<file path="config.mk">
export PLATFORM = sky130hd
export DESIGN_NAME = setpoint_cond
export DESIGN_NICKNAME = d
export VERILOG_FILES = /design/src/hdl/seg_divider.v /design/src/hdl/setpoint_cond.v
export VERILOG_INCLUDE_DIRS = /design/src /design/src/hdl
export SDC_FILE = /design/constraint.sdc
export NUM_CORES = 2
export LEC_CHECK = 0
export BUFFER_PORTS_ARGS = -buffer_cell sky130_fd_sc_hd__buf_4
export CAP_MARGIN = 40
export CORE_MARGIN = 3
export CORE_UTILIZATION = 55
export CTS_CLUSTER_DIAMETER = 80
export DETAILED_ROUTE_END_ITERATION = 8
export PLACE_DENSITY_LB_ADDON = 0.05
export SYNTH_ARGS = -nofsm -noshare
export SYNTH_HDL_FRONTEND = slang
export SYNTH_SLANG_ARGS = --single-unit
</file>
<file path="constraint.sdc">
create_clock -name MCLK -period 71.4 [get_ports MCLK]
set_clock_uncertainty 0.05 [all_clocks]
set_input_delay 10.71 -clock MCLK [delete_from_list [all_inputs] [get_ports MCLK]]
set_output_delay 10.71 -clock MCLK [all_outputs]
set_load 0.02 [all_outputs]
</file>
<file path="src/hdl/cond_regs.vh">
// Contract
// - Two-coil builds offer offset, bipolar, and half-supply ratiometric current and voltage ranges.
// - After reset the range is bipolar ten volts, zero to ten volts single-coil.
// - Out-of-range command raises error, then holds last valid value or cuts current.
// - Mismatched range setting reports error and never drives beyond the allowed range.
// - Single-coil builds allow inversion only for bipolar current and voltage types.
// - Two-coil builds negate the command when inversion is on, swapping coils.
// - Commands inside the dead band around zero give a zero setpoint.
// - Optional nine-point piecewise-linear curve, identity at quarter steps by default.
// - Gain is above zero and at most four; the 11-bit register is not clamped, so gains up to 2047/256 pass.
// - A configurable offset shifts the characteristic to cover spool overlap.
// - Ramp times run from zero to forty-five seconds.
// - Rise time is zero to full scale for a full step, smaller steps proportional.
// - Descent time is full scale to zero for a full downward step.
// - Rise and descent times are kept apart for positive and negative halves.
// - Offset-centred types command motion at zero raw input.
// - Ratiometric types centre on half the supply, span ten or five volts.
// - Edited settings act only after a save command commits them; the interrupt mask here takes effect as soon as it is written.
`ifndef COND_REGS_VH
`define COND_REGS_VH
// ****************************************
// Timing
// ****************************************
`define CLK_NS 100
`define RAMP_UNIT_NS 100000000
`define RAMP_MAX 9'h1C2
// ****************************************
// Register map
// ****************************************
`define A_CTRL 8'h00
`define A_CFG 8'h04
`define A_DBAND 8'h08
`define A_GAIN 8'h0C
`define A_OFFS 8'h10
`define A_RISE_P 8'h14
`define A_FALL_P 8'h18
`define A_RISE_N 8'h1C
`define A_FALL_N 8'h20
`define A_STAT 8'h24
`define A_ISTAT 8'h28
`define A_IMASK 8'h2C
`define A_SETP 8'h30
`define A_NORM 8'h34
`define BPX_PAGE 2'h1
`define BPY_PAGE 2'h2
`define CTRL_SAVE 0
`define CFG_MSB 6
`define TYPE_MSB 3
`define CFG_INV 4
`define CFG_LIN 5
`define CFG_SHUT 6
`define CFG_RST 7'h04
`define GAIN_RST 11'h100
`define GAIN_FRAC 8
`define NBP 9
`define BP_FIRST 16'hC000
`define IRQ_W 3
// ****************************************
// Input types and scaling
// ****************************************
`define T_0_20MA 4'h0
`define T_4_20MA 4'h1
`define T_PM10MA 4'h2
`define T_0_10V 4'h3
`define T_PM10V 4'h4
`define T_RAT10 4'h5
`define T_RAT5 4'h6
`define T_0_5V 4'h7
`define T_LAST 4'h7
`define U10K 16'h2710
`define U12K 16'h2EE0
`define U8K 16'h1F40
`define U5K 16'h1388
`define U2K5 16'h09C4
`define R10K 20'h1A36E
`define R8K 20'h20C4A
`define R5K 20'h346DC
`define R2K5 20'h68DB9
`define FS 22'sh004000
`define TOL 22'sh000148
`define RND_HALF 39'sh000008000
`define RSTEP 33'h000004000
`endif

</file>
<file path="src/hdl/seg_divider.v">
`include "cond_regs.vh"
`default_nettype none

module seg_divider #(
  parameter NW = 39, // Dividend width
  parameter DW = 16, // Divisor width
  parameter CW = 6 // Bit counter width
)(
  input wire clk, // System clock
  input wire rst_b, // Asynchronous reset, active low
  input wire start, // Load operands, one cycle
  input wire [NW-1:0] num, // Dividend
  input wire [DW-1:0] den, // Divisor, nonzero
  output wire busy, // High while dividing
  output reg [NW-1:0] quot // Quotient, stable when idle
);

  reg [DW:0] rem;
  reg [CW-1:0] cnt;
  wire [DW:0] sh = {rem[DW-1:0], quot[NW-1]};
  wire ge = (sh >= {1'b0, den});

  assign busy = (cnt != {CW{1'b0}});

  // ****************************************
  // Restoring division, one bit a cycle
  // ****************************************
  // Slow but tiny; the command samples arrive far apart
  always @(posedge clk or negedge rst_b)
  begin
    if (!rst_b)
    begin
      quot <= {NW{1'b0}};
      rem <= {(DW+1){1'b0}};
      cnt <= {CW{1'b0}};
    end
    else if (start)
    begin
      quot <= num;
      rem <= {(DW+1){1'b0}};
      cnt <= NW[CW-1:0];
    end
    else if (busy)
    begin
      rem <= ge ? sh - {1'b0, den} : sh;
      quot <= {quot[NW-2:0], ge};
      cnt <= cnt - {{(CW-1){1'b0}}, 1'b1};
    end
  end

endmodule
`default_nettype wire

</file>
<file path="src/hdl/setpoint_cond.v">
`include "cond_regs.vh"
`default_nettype none

module setpoint_cond #(
  parameter [31:0] RAMP_UNIT_CYC = `RAMP_UNIT_NS / `CLK_NS // Cycles per 0.1 s
)(
  input wire MCLK, // System clock
  input wire RST_B, // Async reset, active low
  input wire [7:0] ADDR, // Register address
  input wire [15:0] WDATA, // Write data
  input wire WR, // Write strobe
  input wire RD, // Read strobe
  output reg [15:0] RDATA, // Read data, cycle after RD
  input wire ADC_VALID, // Sample strobe
  input wire [15:0] ADC_DATA, // Signed sample, mV or uA
  input wire [15:0] SUPPLY_MV, // Supply voltage in mV
  input wire DOUBLE_COIL, // High on two-coil builds
  output reg signed [15:0] SETPOINT, // 16384 is full scale
  output reg COIL_OFF, // Coil current cut
  output reg IN_ERROR, // Input error present
  output wire IRQ // Level interrupt
);

  localparam ST_IDLE = 2'b00;
  localparam ST_DIV = 2'b01;
  localparam ST_OUT = 2'b10;

  integer k;
  integer m;
  reg [`CFG_MSB:0] cfg;
  reg [`CFG_MSB:0] cfg_s;
  reg [15:0] dband;
  reg [15:0] dband_s;
  reg [10:0] gain;
  reg [10:0] gain_s;
  reg signed [15:0] offs;
  reg signed [15:0] offs_s;
  reg [8:0] rtime [0:3];
  reg [8:0] rtime_s [0:3];
  reg signed [15:0] bx [0:`NBP-1];
  reg signed [15:0] bx_s [0:`NBP-1];
  reg signed [15:0] by [0:`NBP-1];
  reg signed [15:0] by_s [0:`NBP-1];
  reg pending;
  reg init;
  reg [1:0] st;
  reg div_start;
  reg signed [21:0] lbase_l;
  reg neg_l;
  reg r_now;
  reg c_now;
  reg r_err;
  reg c_err;
  reg signed [15:0] target;
  reg [31:0] racc;
  reg [`IRQ_W-1:0] istat;
  reg [`IRQ_W-1:0] imask;
  reg [3:0] seg;
  reg [38:0] dnum_l;
  reg [15:0] den_l;

  // Range table: centre, span, 2^30 / span
  function [51:0] range_of;
    input [3:0] t;
    input [15:0] mid;
    begin
      case (t)
        `T_0_20MA: range_of = {`U10K, `U10K, `R10K};
        `T_4_20MA: range_of = {`U12K, `U8K, `R8K};
        `T_PM10MA: range_of = {16'h0000, `U10K, `R10K};
        `T_0_10V: range_of = {`U5K, `U5K, `R5K};
        `T_PM10V: range_of = {16'h0000, `U10K, `R10K};
        `T_RAT10: range_of = {mid, `U10K, `R10K};
        `T_RAT5: range_of = {mid, `U5K, `R5K};
        `T_0_5V: range_of = {`U2K5, `U2K5, `R2K5};
        default: range_of = {16'h0000, `U10K, `R10K};
      endcase
    end
  endfunction

  // Identity curve point for index i
  function [15:0] bp_def;
    input [3:0] i;
    begin
      bp_def = `BP_FIRST + {i, 12'h000};
    end
  endfunction

  // ****************************************
  // Register writes
  // ****************************************
  wire [3:0] bi = ADDR[5:2];
  wire bi_ok = (bi < `NBP);
  wire save = WR && (ADDR == `A_CTRL) && WDATA[`CTRL_SAVE];
  wire [8:0] tclamp = (WDATA > `RAMP_MAX) ? `RAMP_MAX : WDATA[8:0];

  // Edits other than the interrupt mask go to the shadow set; save copies it to the live set
  always @(posedge MCLK or negedge RST_B)
  begin
    if (!RST_B)
    begin
      cfg_s <= `CFG_RST;
      cfg <= `CFG_RST;
      dband_s <= 16'h0000;
      dband <= 16'h0000;
      gain_s <= `GAIN_RST;
      gain <= `GAIN_RST;
      offs_s <= 16'h0000;
      offs <= 16'h0000;
      pending <= 1'b0;
      init <= 1'b0;
      imask <= {`IRQ_W{1'b0}};
      for (k = 0; k < 4; k = k + 1)
      begin
        rtime_s[k] <= 9'h000;
        rtime[k] <= 9'h000;
      end
      for (k = 0; k < `NBP; k = k + 1)
      begin
        bx_s[k] <= bp_def(k[3:0]);
        bx[k] <= bp_def(k[3:0]);
        by_s[k] <= bp_def(k[3:0]);
        by[k] <= bp_def(k[3:0]);
      end
    end
    else
    begin
      init <= 1'b1;
      // Strap is read once, after reset is gone
      if (!init && !DOUBLE_COIL)
      begin
        cfg_s[`TYPE_MSB:0] <= `T_0_10V;
        cfg[`TYPE_MSB:0] <= `T_0_10V;
      end
      if (WR && (ADDR != `A_CTRL) && (ADDR != `A_ISTAT) && (ADDR != `A_IMASK))
        pending <= 1'b1;
      if (WR)
      begin
        case (ADDR)
          `A_CFG: cfg_s <= WDATA[`CFG_MSB:0];
          `A_DBAND: dband_s <= WDATA;
          `A_GAIN: gain_s <= WDATA[10:0];
          `A_OFFS: offs_s <= WDATA;
          `A_RISE_P: rtime_s[0] <= tclamp;
          `A_FALL_P: rtime_s[1] <= tclamp;
          `A_RISE_N: rtime_s[2] <= tclamp;
          `A_FALL_N: rtime_s[3] <= tclamp;
          `A_IMASK: imask <= WDATA[`IRQ_W-1:0];
          default:
          begin
            if (ADDR[7:6] == `BPX_PAGE && bi_ok)
              bx_s[bi] <= WDATA;
            else if (ADDR[7:6] == `BPY_PAGE && bi_ok)
              by_s[bi] <= WDATA;
          end
        endcase
      end
      if (save)
      begin
        cfg <= cfg_s;
        dband <= dband_s;
        gain <= gain_s;
        offs <= offs_s;
        pending <= 1'b0;
        for (k = 0; k < 4; k = k + 1)
          rtime[k] <= rtime_s[k];
        for (k = 0; k < `NBP; k = k + 1)
        begin
          bx[k] <= bx_s[k];
          by[k] <= by_s[k];
        end
      end
    end
  end

  // ****************************************
  // Normalise, invert, dead band
  // ****************************************
  wire [3:0] ityp = cfg[`TYPE_MSB:0];
  wire [51:0] rng = range_of(ityp, SUPPLY_MV >> 1);
  wire bipolar = (ityp == `T_PM10MA) || (ityp == `T_PM10V);
  wire ratio = (ityp == `T_RAT10) || (ityp == `T_RAT5);
  // One coil: offset types run from their low end upward
  wire single_off = !DOUBLE_COIL && !bipolar;
  wire signed [17:0] ctr = $signed({2'b00, rng[51:36]});
  wire signed [17:0] base = single_off ? ctr - $signed({2'b00, rng[35:20]}) : ctr;
  // Centre off raw zero gives motion at zero input
  wire signed [17:0] diff = $signed({{2{ADC_DATA[15]}}, ADC_DATA}) - base;
  // Round to nearest: the truncated reciprocal would leave exact points one LSB low
  wire signed [38:0] prod = diff * $signed({1'b0, rng[19:0]}) + (`RND_HALF << single_off);
  wire signed [21:0] norm = single_off ? prod[38:17] : prod[37:16];

  // Error checks on the sample
  wire c_bad = (ityp > `T_LAST) || (ratio && (SUPPLY_MV == 16'h0000));
  wire r_bad = (norm > `FS + `TOL) || (norm < -(`FS + `TOL)) || (single_off && (norm < -`TOL));

  wire signed [21:0] xs = (norm > `FS) ? `FS : (norm < -`FS) ? -`FS : norm;
  // Inversion is ignored for offset types on one coil
  wire inv = cfg[`CFG_INV] && (DOUBLE_COIL || bipolar);
  wire signed [21:0] x1 = inv ? -xs : xs;
  wire [21:0] mag = x1[21] ? -x1 : x1;
  wire signed [21:0] x2 = (mag <= {6'h00, dband}) ? 22'sh000000 : x1;

  // ****************************************
  // Piecewise-linear curve
  // ****************************************
  // Highest segment whose left point is not above the input
  always @*
  begin
    seg = 4'h0;
    for (m = 1; m < `NBP - 1; m = m + 1)
      if (x2 >= bx[m])
        seg = m[3:0];
  end

  wire [3:0] seg_n = seg + 4'h1;
  wire lin_on = cfg[`CFG_LIN];
  wire below = (x2 <= bx[0]);
  wire above = (x2 >= bx[`NBP-1]);
  wire signed [21:0] dx = x2 - bx[seg];
  wire signed [16:0] dy = by[seg_n] - by[seg];
  wire signed [16:0] dxb = bx[seg_n] - bx[seg];
  // Badly ordered points give a flat segment, not a divide by zero
  wire flat = !lin_on || below || above || (dxb <= 17'sh00000);
  wire signed [38:0] dmul = dx * dy;
  wire [38:0] dnum = dmul[38] ? -dmul : dmul;
  wire signed [21:0] lbase = !lin_on ? x2 : below ? by[0] : above ? by[`NBP-1] : by[seg];
  wire div_busy;
  wire [38:0] quot;

  seg_divider #(
    .NW(39),
    .DW(16),
    .CW(6)
  ) u_div (
    .clk(MCLK),
    .rst_b(RST_B),
    .start(div_start),
    .num(dnum_l),
    .den(den_l),
    .busy(div_busy),
    .quot(quot)
  );

  // ****************************************
  // Gain, offset, saturation
  // ****************************************
  wire signed [21:0] ylin = neg_l ? lbase_l - $signed(quot[21:0]) : lbase_l + $signed(quot[21:0]);
  // Zero gain is not allowed; it acts as the smallest step
  wire [10:0] g = (gain == 11'h000) ? 11'h001 : gain;
  wire signed [33:0] yg_full = ylin * $signed({1'b0, g});
  wire signed [33:0] ygs = yg_full >>> `GAIN_FRAC;
  wire signed [21:0] yg = ygs[21:0];
  // Offset pushes both halves away from zero
  wire signed [21:0] yo = (yg > 0) ? yg + offs : (yg < 0) ? yg - offs : 22'sh000000;
  wire signed [21:0] lo_lim = DOUBLE_COIL ? -`FS : 22'sh000000;
  wire signed [21:0] ysat = (yo > `FS) ? `FS : (yo < lo_lim) ? lo_lim : yo;

  // Sample pipeline; samples during a division are dropped
  always @(posedge MCLK or negedge RST_B)
  begin
    if (!RST_B)
    begin
      st <= ST_IDLE;
      div_start <= 1'b0;
      lbase_l <= 22'sh000000;
      neg_l <= 1'b0;
      r_now <= 1'b0;
      c_now <= 1'b0;
      r_err <= 1'b0;
      c_err <= 1'b0;
      dnum_l <= 39'h0000000000;
      den_l <= 16'h0001;
      target <= 16'h0000;
      COIL_OFF <= 1'b0;
      IN_ERROR <= 1'b0;
    end
    else
    begin
      div_start <= 1'b0;
      case (st)
        ST_IDLE:
        begin
          if (ADC_VALID)
          begin
            r_now <= r_bad;
            c_now <= c_bad;
            lbase_l <= lbase;
            neg_l <= !flat && dmul[38];
            // Operands caught with the strobe; the sample word is not held after it
            dnum_l <= flat ? 39'h0000000000 : dnum;
            den_l <= flat ? 16'h0001 : dxb[15:0];
            div_start <= 1'b1;
            st <= ST_DIV;
          end
        end
        ST_DIV:
        begin
          if (!div_start && !div_busy)
            st <= ST_OUT;
        end
        ST_OUT:
        begin
          st <= ST_IDLE;
          r_err <= r_now;
          c_err <= c_now;
          IN_ERROR <= r_now || c_now;
          COIL_OFF <= r_now && cfg[`CFG_SHUT];
          // Range error keeps the last good target
          if (c_now)
            target <= 16'h0000;
          else if (!r_now)
            target <= ysat[15:0];
        end
        default: st <= ST_IDLE;
      endcase
    end
  end

  // ****************************************
  // Ramp
  // ****************************************
  wire pos_half = (SETPOINT > 0) || ((SETPOINT == 0) && (target > 0));
  wire to_zero = pos_half ? (target < SETPOINT) : (target > SETPOINT);
  wire [1:0] ridx = {!pos_half, to_zero};
  wire [31:0] period = rtime[ridx] * RAMP_UNIT_CYC;
  wire [32:0] racc_n = {1'b0, racc} + `RSTEP;

  // Full scale in one period: one step per period/16384 cycles
  always @(posedge MCLK or negedge RST_B)
  begin
    if (!RST_B)
    begin
      SETPOINT <= 16'h0000;
      racc <= 32'h00000000;
    end
    else if (COIL_OFF)
    begin
      SETPOINT <= 16'h0000;
      racc <= 32'h00000000;
    end
    else if (SETPOINT == target)
      racc <= 32'h00000000;
    else if (period == 32'h00000000)
      SETPOINT <= target;
    else if (racc_n >= {1'b0, period})
    begin
      SETPOINT <= (target > SETPOINT) ? SETPOINT + 16'h0001 : SETPOINT - 16'h0001;
      racc <= racc_n[31:0] - period;
    end
    else
      racc <= racc_n[31:0];
  end

  // ****************************************
  // Interrupts and read-back
  // ****************************************
  wire out_st = (st == ST_OUT);
  wire [`IRQ_W-1:0] ev = {save, out_st && c_now && !c_err, out_st && r_now && !r_err};
  wire [`IRQ_W-1:0] iclr = (WR && (ADDR == `A_ISTAT)) ? WDATA[`IRQ_W-1:0] : {`IRQ_W{1'b0}};

  // A new event beats a clear in the same cycle
  always @(posedge MCLK or negedge RST_B)
  begin
    if (!RST_B)
      istat <= {`IRQ_W{1'b0}};
    else
      istat <= (istat & ~iclr) | ev;
  end

  assign IRQ = |(istat & imask);

  // Read data for one cycle, zero otherwise
  always @(posedge MCLK or negedge RST_B)
  begin
    if (!RST_B)
      RDATA <= 16'h0000;
    else if (!RD)
      RDATA <= 16'h0000;
    else
    begin
      case (ADDR)
        `A_CFG: RDATA <= {9'h000, cfg_s};
        `A_DBAND: RDATA <= dband_s;
        `A_GAIN: RDATA <= {5'h00, gain_s};
        `A_OFFS: RDATA <= offs_s;
        `A_RISE_P: RDATA <= {7'h00, rtime_s[0]};
        `A_FALL_P: RDATA <= {7'h00, rtime_s[1]};
        `A_RISE_N: RDATA <= {7'h00, rtime_s[2]};
        `A_FALL_N: RDATA <= {7'h00, rtime_s[3]};
        `A_STAT: RDATA <= {8'h00, pending, COIL_OFF, c_err, r_err, ityp};
        `A_ISTAT: RDATA <= {13'h0000, istat};
        `A_IMASK: RDATA <= {13'h0000, imask};
        `A_SETP: RDATA <= SETPOINT;
        `A_NORM: RDATA <= x2[15:0];
        default:
        begin
          if (ADDR[7:6] == `BPX_PAGE && bi_ok)
            RDATA <= bx_s[bi];
          else if (ADDR[7:6] == `BPY_PAGE && bi_ok)
            RDATA <= by_s[bi];
          else
            RDATA <= 16'h0000;
        end
      endcase
    end
  end

endmodule
`default_nettype wire

</file>
After elaboration in Yosys (flattened, before gate mapping)
Index checks and enable logic that the tools add are counted.
W data, S select, Z words.
{"block": "op_classes", "n_addsub": 20, "mul": 4, "n_lt_le_gt_ge": 34, "eq_ne": 32, "shift": 1, "mux": 90, "n_bitwise": 10, "n_reduce_logical": 73}
{"op": "$mux W16", "n": 29}
{"op": "$bmux W16 S4", "n": 6}
{"op": "$pmux W51 S6", "n": 1}
{"op": "$bwmux W144", "n": 2}
{"op": "$mux W22", "n": 13}
{"op": "$pmux W16 S13", "n": 1}
{"op": "$ge A22 B16 Y1", "n": 8}
{"op": "$mux W39", "n": 4}
{"op": "$mux W32", "n": 4}
{"op": "$gt A22 B16 Y1 const B", "n": 3}
{"op": "$demux W16 S4", "n": 1}
{"op": "$logic_not A32 Y1", "n": 2}
{"op": "$sub A16 B16 Y17", "n": 3}
{"op": "$eq A8 B6 Y1 const B", "n": 6}
{"op": "$le A22 B16 Y1", "n": 2}
{"op": "$mux W4", "n": 11}
{"op": "$neg A22 Y22", "n": 2}
{"op": "$sub A22 B16 Y22", "n": 2}
{"op": "$add A39 B39 Y39", "n": 1}
{"op": "$mul A18 B21 Y39", "n": 1}
{"op": "$mul A22 B17 Y39", "n": 1}
{"op": "$neg A39 Y39", "n": 1}
{"op": "$shl A16 B1 Y39 const A", "n": 1}
{"op": "$add A32 B15 Y33 const B", "n": 1}
{"op": "other kinds (75)", "n": 158}
{"block": "totals", "register_bits": 984, "input_bits": 62, "wordCells": 341}

Longest topological paths before layout
{"block": "depth", "ltp_word": 36, "depth_mapped": 153, "ltp_nobuf": 137}

Modules after synthesis
From an unflattened synthesis, not the netlist that was laid out.
{"block": "hier_totals", "hier_cells": 10328, "area_unflattened_um2": 97214.5}
{"mod": "setpoint_cond", "n_inst": 1, "cells_per_inst": 9901, "area_each_um2": 93358.3, "seq_area_each_um2": 23038.3}
{"mod": "seg_divider", "n_inst": 1, "cells_per_inst": 427, "area_each_um2": 3856.2, "seq_area_each_um2": 1526.5}

Worst setup path before layout
OpenSTA, ideal clock, no wires.
{"block": "synth_timing", "kind": "in2reg", "from": "in DOUBLE_COIL", "to": "reg dnum_l[38]", "setup_time_ns": 0.096, "arrival_time_ns": 41.735, "path_slack_ns": 29.519, "cell_stages": 144, "cell_sequence": "inv_1 nand2_1 clkbuf_1 clkbuf_1 clkbuf_1 buf_1 nand2_1 nand2_1 ha_1 a21oi_1 a21boi_0 o21ai_0 a21boi_0 o21ai_0 a21boi_0 o21ai_0 a21boi_0 o21ai_0 [108 not listed] inv_1 fa_1 inv_1 ha_1 or3_1 o21bai_1 a221o_1 nor4_1 nor3_1 a311oi_1 nor4bb_1 o211a_1 and2_1 o211a_1 nand2_1 or4_1 or3_1 o31ai_1"}
{"block": "synth_between", "elab_chain_cells": 34}
{"element": "start: declaration", "line_no": "setpoint_cond.v:17", "text": "input wire DOUBLE_COIL,"}
{"element": "$logic_not A1 Y1", "line_no": "setpoint_cond.v:184", "text": "wire single_off = !DOUBLE_COIL && !bipolar;"}
{"element": "$logic_and A1 B1 Y1", "line_no": "setpoint_cond.v:184"}
{"element": "$mux W18", "line_no": "setpoint_cond.v:186", "text": "wire signed [17:0] base = single_off ? ctr - $signed({2'b00, rng[35:20]}) : ctr;"}
{"element": "$sub A16 B18 Y18", "line_no": "setpoint_cond.v:188", "text": "wire signed [17:0] diff = $signed({{2{ADC_DATA[15]}}, ADC_DATA}) - base;"}
{"element": "$mul A18 B21 Y39", "line_no": "setpoint_cond.v:190", "text": "wire signed [38:0] prod = diff * $signed({1'b0, rng[19:0]}) + (`RND_HALF << single_off);"}
{"element": "$add A39 B39 Y39", "line_no": "setpoint_cond.v:190"}
{"element": "$mux W22", "line_no": "setpoint_cond.v:191", "text": "wire signed [21:0] norm = single_off ? prod[38:17] : prod[37:16];"}
{"element": "$lt A22 B15 Y1 (no line)"}
{"element": "[17 not listed]"}
{"element": "$not A4 Y5 (implied by the code)", "line_no": "setpoint_cond.v:221, setpoint_cond.v:222"}
{"element": "$bmux W16 S4", "line_no": "setpoint_cond.v:221", "text": "wire signed [16:0] dy = by[seg_n] - by[seg];"}
{"element": "$mux W16 (implied by the code) (2 in series)", "line_no": "setpoint_cond.v:221"}
{"element": "$sub A16 B16 Y17", "line_no": "setpoint_cond.v:221"}
{"element": "$mul A22 B17 Y39", "line_no": "setpoint_cond.v:225", "text": "wire signed [38:0] dmul = dx * dy;"}
{"element": "$neg A39 Y39", "line_no": "setpoint_cond.v:226", "text": "wire [38:0] dnum = dmul[38] ? -dmul : dmul;"}
{"element": "$mux W39", "line_no": "setpoint_cond.v:226"}
{"element": "$mux W39 *", "line_no": "setpoint_cond.v:291", "text": "dnum_l <= flat ? 39'h0000000000 : dnum;"}
{"element": "end signal: assignment", "line_no": "setpoint_cond.v:291"}
{"element": "end: declaration", "line_no": "setpoint_cond.v:59", "text": "reg [38:0] dnum_l;"}
Mark *: on every way between the ends. The rest lies on a longest branch, timed or not. The select of a mux whose other input is x is not followed.
A chain may end at the register's enable or synchronous reset.

Worst setup path after layout
Same ends and word-level chain as after synthesis.

==> metrics.md <==
| Metric | Value |
|---|---|
| Mapped Avg Cell Area | 8.98 µm² |
| Seq/Total Area, Yosys | 25.3% |
| Delay of the slowest critical-path stage | 0.89 ns |
| Filler cells | 15400 |
| Synth warn | 0 |
| Setup crit end kind | flip-flop |
| Placer Congestion | 1.02 |
| Flop-to-flop setup slack | 34.23 ns |
| P&R area growth vs syn | 8.57% |
| CTS tree | built |
| Total grt overflow | 0 |
| DRT Pass-1 Iters | 7 |
| Worst path required time | 71.97 ns |
| Worst hold stages | 2 |
| Nets@finish | 12500 |
| Via Count | 79700 |
| Port buffer count | 96 |
| DR iter-0 viols | 7171 |
| Chip width | 426 µm |
| Vias per cell | 6.04 |
| Asr flop ratio synth | 100% |
| Commonest cells after routing, fill and taps aside | nand2_1 (1745), inv_1 (1429), dfrtp_1 (904) |
| Initial Utilization | 55.6% |
| Ys flop type | dfrtp_1 |
| Num CTS Buffers | 111 |
| Worst hold path class | reg -> reg |
| TNS Setup | 0 ns |
| Final Cycle Share | 64.7% |
| Setup-failing EPs final | 0 |
| Fraction of layout cells with a size suffix above 1 | 10.7% |
| Post-synth EDFFs | 0 |
| # Max-Cap Violations | 0 |
| Setup Crit Path Kind | in -> reg |
| Final Hold Fails | 0 |
| Die area | 182000 µm² |
| Num ports | 97 |
| Slowest-stage cell, CP | ha_4 |
| Slew headroom | 29.2% |
| Cell mode on critical path | o21ai_0 |
| Total routed wirelength | 332000 µm |
| Count of cell types in the netlist | 107 |
| Clock Path Buffers | 3 |
| Hold buffers post-CTS | 0 |
| Per-cell routed wire length | 25.2 µm |
| Die Y | 426 µm |
| Vias in the first global route | 80800 |
| Fin crit period | 46.17 ns |
| Mapped Cells | 10800 |
| Cell depth of the worst flop-to-flop path | 133 |
| Initial antenna violation count | 23 |
| RSZ-0062 raised after global routing | no |
| Worst Path Arrival | 46.74 ns |
| Largest net degree at the start of global routing | 201 |
| Sequential Area | 24600 µm² |
| Synth top area share | 23.3% |
| Critical path origin | DOUBLE_COIL |
| R2R Path Start | cfg[0] |
| CTS resizes | 0 |
| H-tree depth reported by CTS | 3 |
| Status | completed |
| Hold path endpoint | bx[143] |
| Worst r2r dst | dnum_l[38] |
| Hold Path Origin | bx_s[143] |
| Slew @ Worst Pin | 1.06 ns |
| CTS Root Cell | clkbuf_16 |
| CP Launch Type | primary input |
| First-pass GRT wire length | 508000 µm |
| Setup Fix Bufs, Post-CTS | 0 |
| Clock Pin Slew Worst Setup and Hold Paths | 0.06 ns |
| Area of the multi-input gates | 65500 µm² |
| Fmax | 21.7 MHz |
| Post-DP HPWL | 257000 µm |
| Synth area leaders | dfrtp_1 (23%), fa_1 (17%), ha_1 (11%) |
| Post-route DRC | 0 |
| CORE AREA | 175000 µm² |
| Most common cell after layout, fill and taps aside | nand2_1 |
| Slew Limit Fails | 0 |
| ANT nets after route | 0 |
| Synth Register Bits | 978 |
| Post-synth top area cell | dfrtp_1 |
| Clock sinks | 978 |
| Tot GR Track Use | 37.1% |
| Cell row count | 153 |
| Clk_lat worst skew | 0.80 ns |
| Worst-path fanout max | 41 |
| Mapped Area | 97100 µm² |
-- worst max-delay path, delay by kind of cell --
kind / cells / cell delay (ns)
buffers and inverters: 16 / 3.50
adders and majority gates: 22 / 9.89
xor gates and xnor gates: 1 / 0.52
and+or+nand+nor: 32 / 7.85
AOI/OAI and AO/OA: 62 / 14.18
-- logic make-up (layout without fill, tap and decap cells) --
family | count (synthesis) | in the layout | share of synthesized area (%)
mux | 574 | 574 | 7.87
xor+xnor | 337 | 337 | 3.09
simple gates | 3361 | 3361 | 15.3
buf+inv | 1940 | 1988 | 7.55
flops | 978 | 978 | 25.3
fa+ha+maj | 1684 | 1684 | 28.2
other cells | 2 | 16 | 0.00773
compound gates | 1935 | 1935 | 12.7
-- metrics by stage --
step / setup WS (ns) / hold slack, ns / instances / utilization (%) / area [µm²]
floorplan: 29.52 / 0.387 / 10800 / - / 97100
global placement: 25.61 / 0.397 / 12900 / 57.5 / 101000
detailed placement: 25.00 / 0.401 / 13000 / 58.0 / 101000
CTS: 25.67 / 0.359 / 13200 / 60.3 / 105000
global route: 22.59 / 0.402 / 13200 / 60.3 / 105000
finish: 25.23 / 0.370 / 13200 / 60.3 / 105000
-- state kept, by name, summed over array words and instances (netlist names), 16 cells and up --
name and flops:
rtime 36, u_div.rem 16, SETPOINT 16, offs_s 16
by 144, rtime_s 36, by_s 144, dband 16
dband_s 16, bx 144, racc 26, offs 16
target 16, lbase_l 22, dnum_l 39, bx_s 144
u_div.quot 39, den_l 16, RDATA 16
-- synthesized netlist by cell type, types with 81 or more instances --
| master | count |
|---|---|
| nor2b_1 | 120 |
| nand2_1 | 1749 |
| o21a_1 | 81 |
| ha_1 | 837 |
| xor2_1 | 101 |
| mux2_2 | 315 |
| fa_1 | 846 |
| nor3_1 | 126 |
| clkbuf_1 | 436 |
| nor2_1 | 652 |
| a211oi_1 | 96 |
| a31oi_1 | 94 |
| mux2i_1 | 139 |
| xnor2_1 | 233 |
| and2_1 | 160 |
| mux4_2 | 120 |
| inv_1 | 1431 |
| a21oi_1 | 373 |
| dfrtp_1 | 905 |
| o21ai_0 | 650 |
| a21o_1 | 145 |
| nand3_1 | 159 |
-- worst max path at each step --
| stage | endpoint | slack, ns |
|---|---|---|
| after floorplan | dnum_l[38] | 29.52 |
| after global placement | dnum_l[38] | 25.61 |
| after detailed placement | dnum_l[38] | 25.00 |
| after CTS | dnum_l[38] | 25.67 |
| after global routing | dnum_l[38] | 22.59 |
| final | dnum_l[38] | 25.23 |
-- area by class of cell --
| class | count | share of cell area, % |
|---|---|---|
| diodes | 13 | 0.0309 |
| clock buffers | 148 | 2.95 |
| clock inverters | 60 | 0.902 |
| inverters | 1437 | 5.12 |
| multi-input cells | 7894 | 62.1 |
| flip-flops and latches | 978 | 23.3 |
| well taps | 2325 | 2.76 |
| repair buffers | 343 | 2.82 |
-- routing by layer --
layer / vias to the layer above / GRT usage (%) / share of wire [%] / routed length (µm)
met5: - / 0 / 0.024 / 81
met4: 14 / 20.8 / 6.6 / 22000
met3: 812 / 5.80 / 7.3 / 24100
met2: 3276 / 58.2 / 45 / 150000
met1: 39700 / 49.2 / 41 / 136000
li1: 35900 / - / - / -
Power is left out: the tool's default activity adds up to more than one toggle a clock period on the data nets, which glitch-free logic cannot reach.
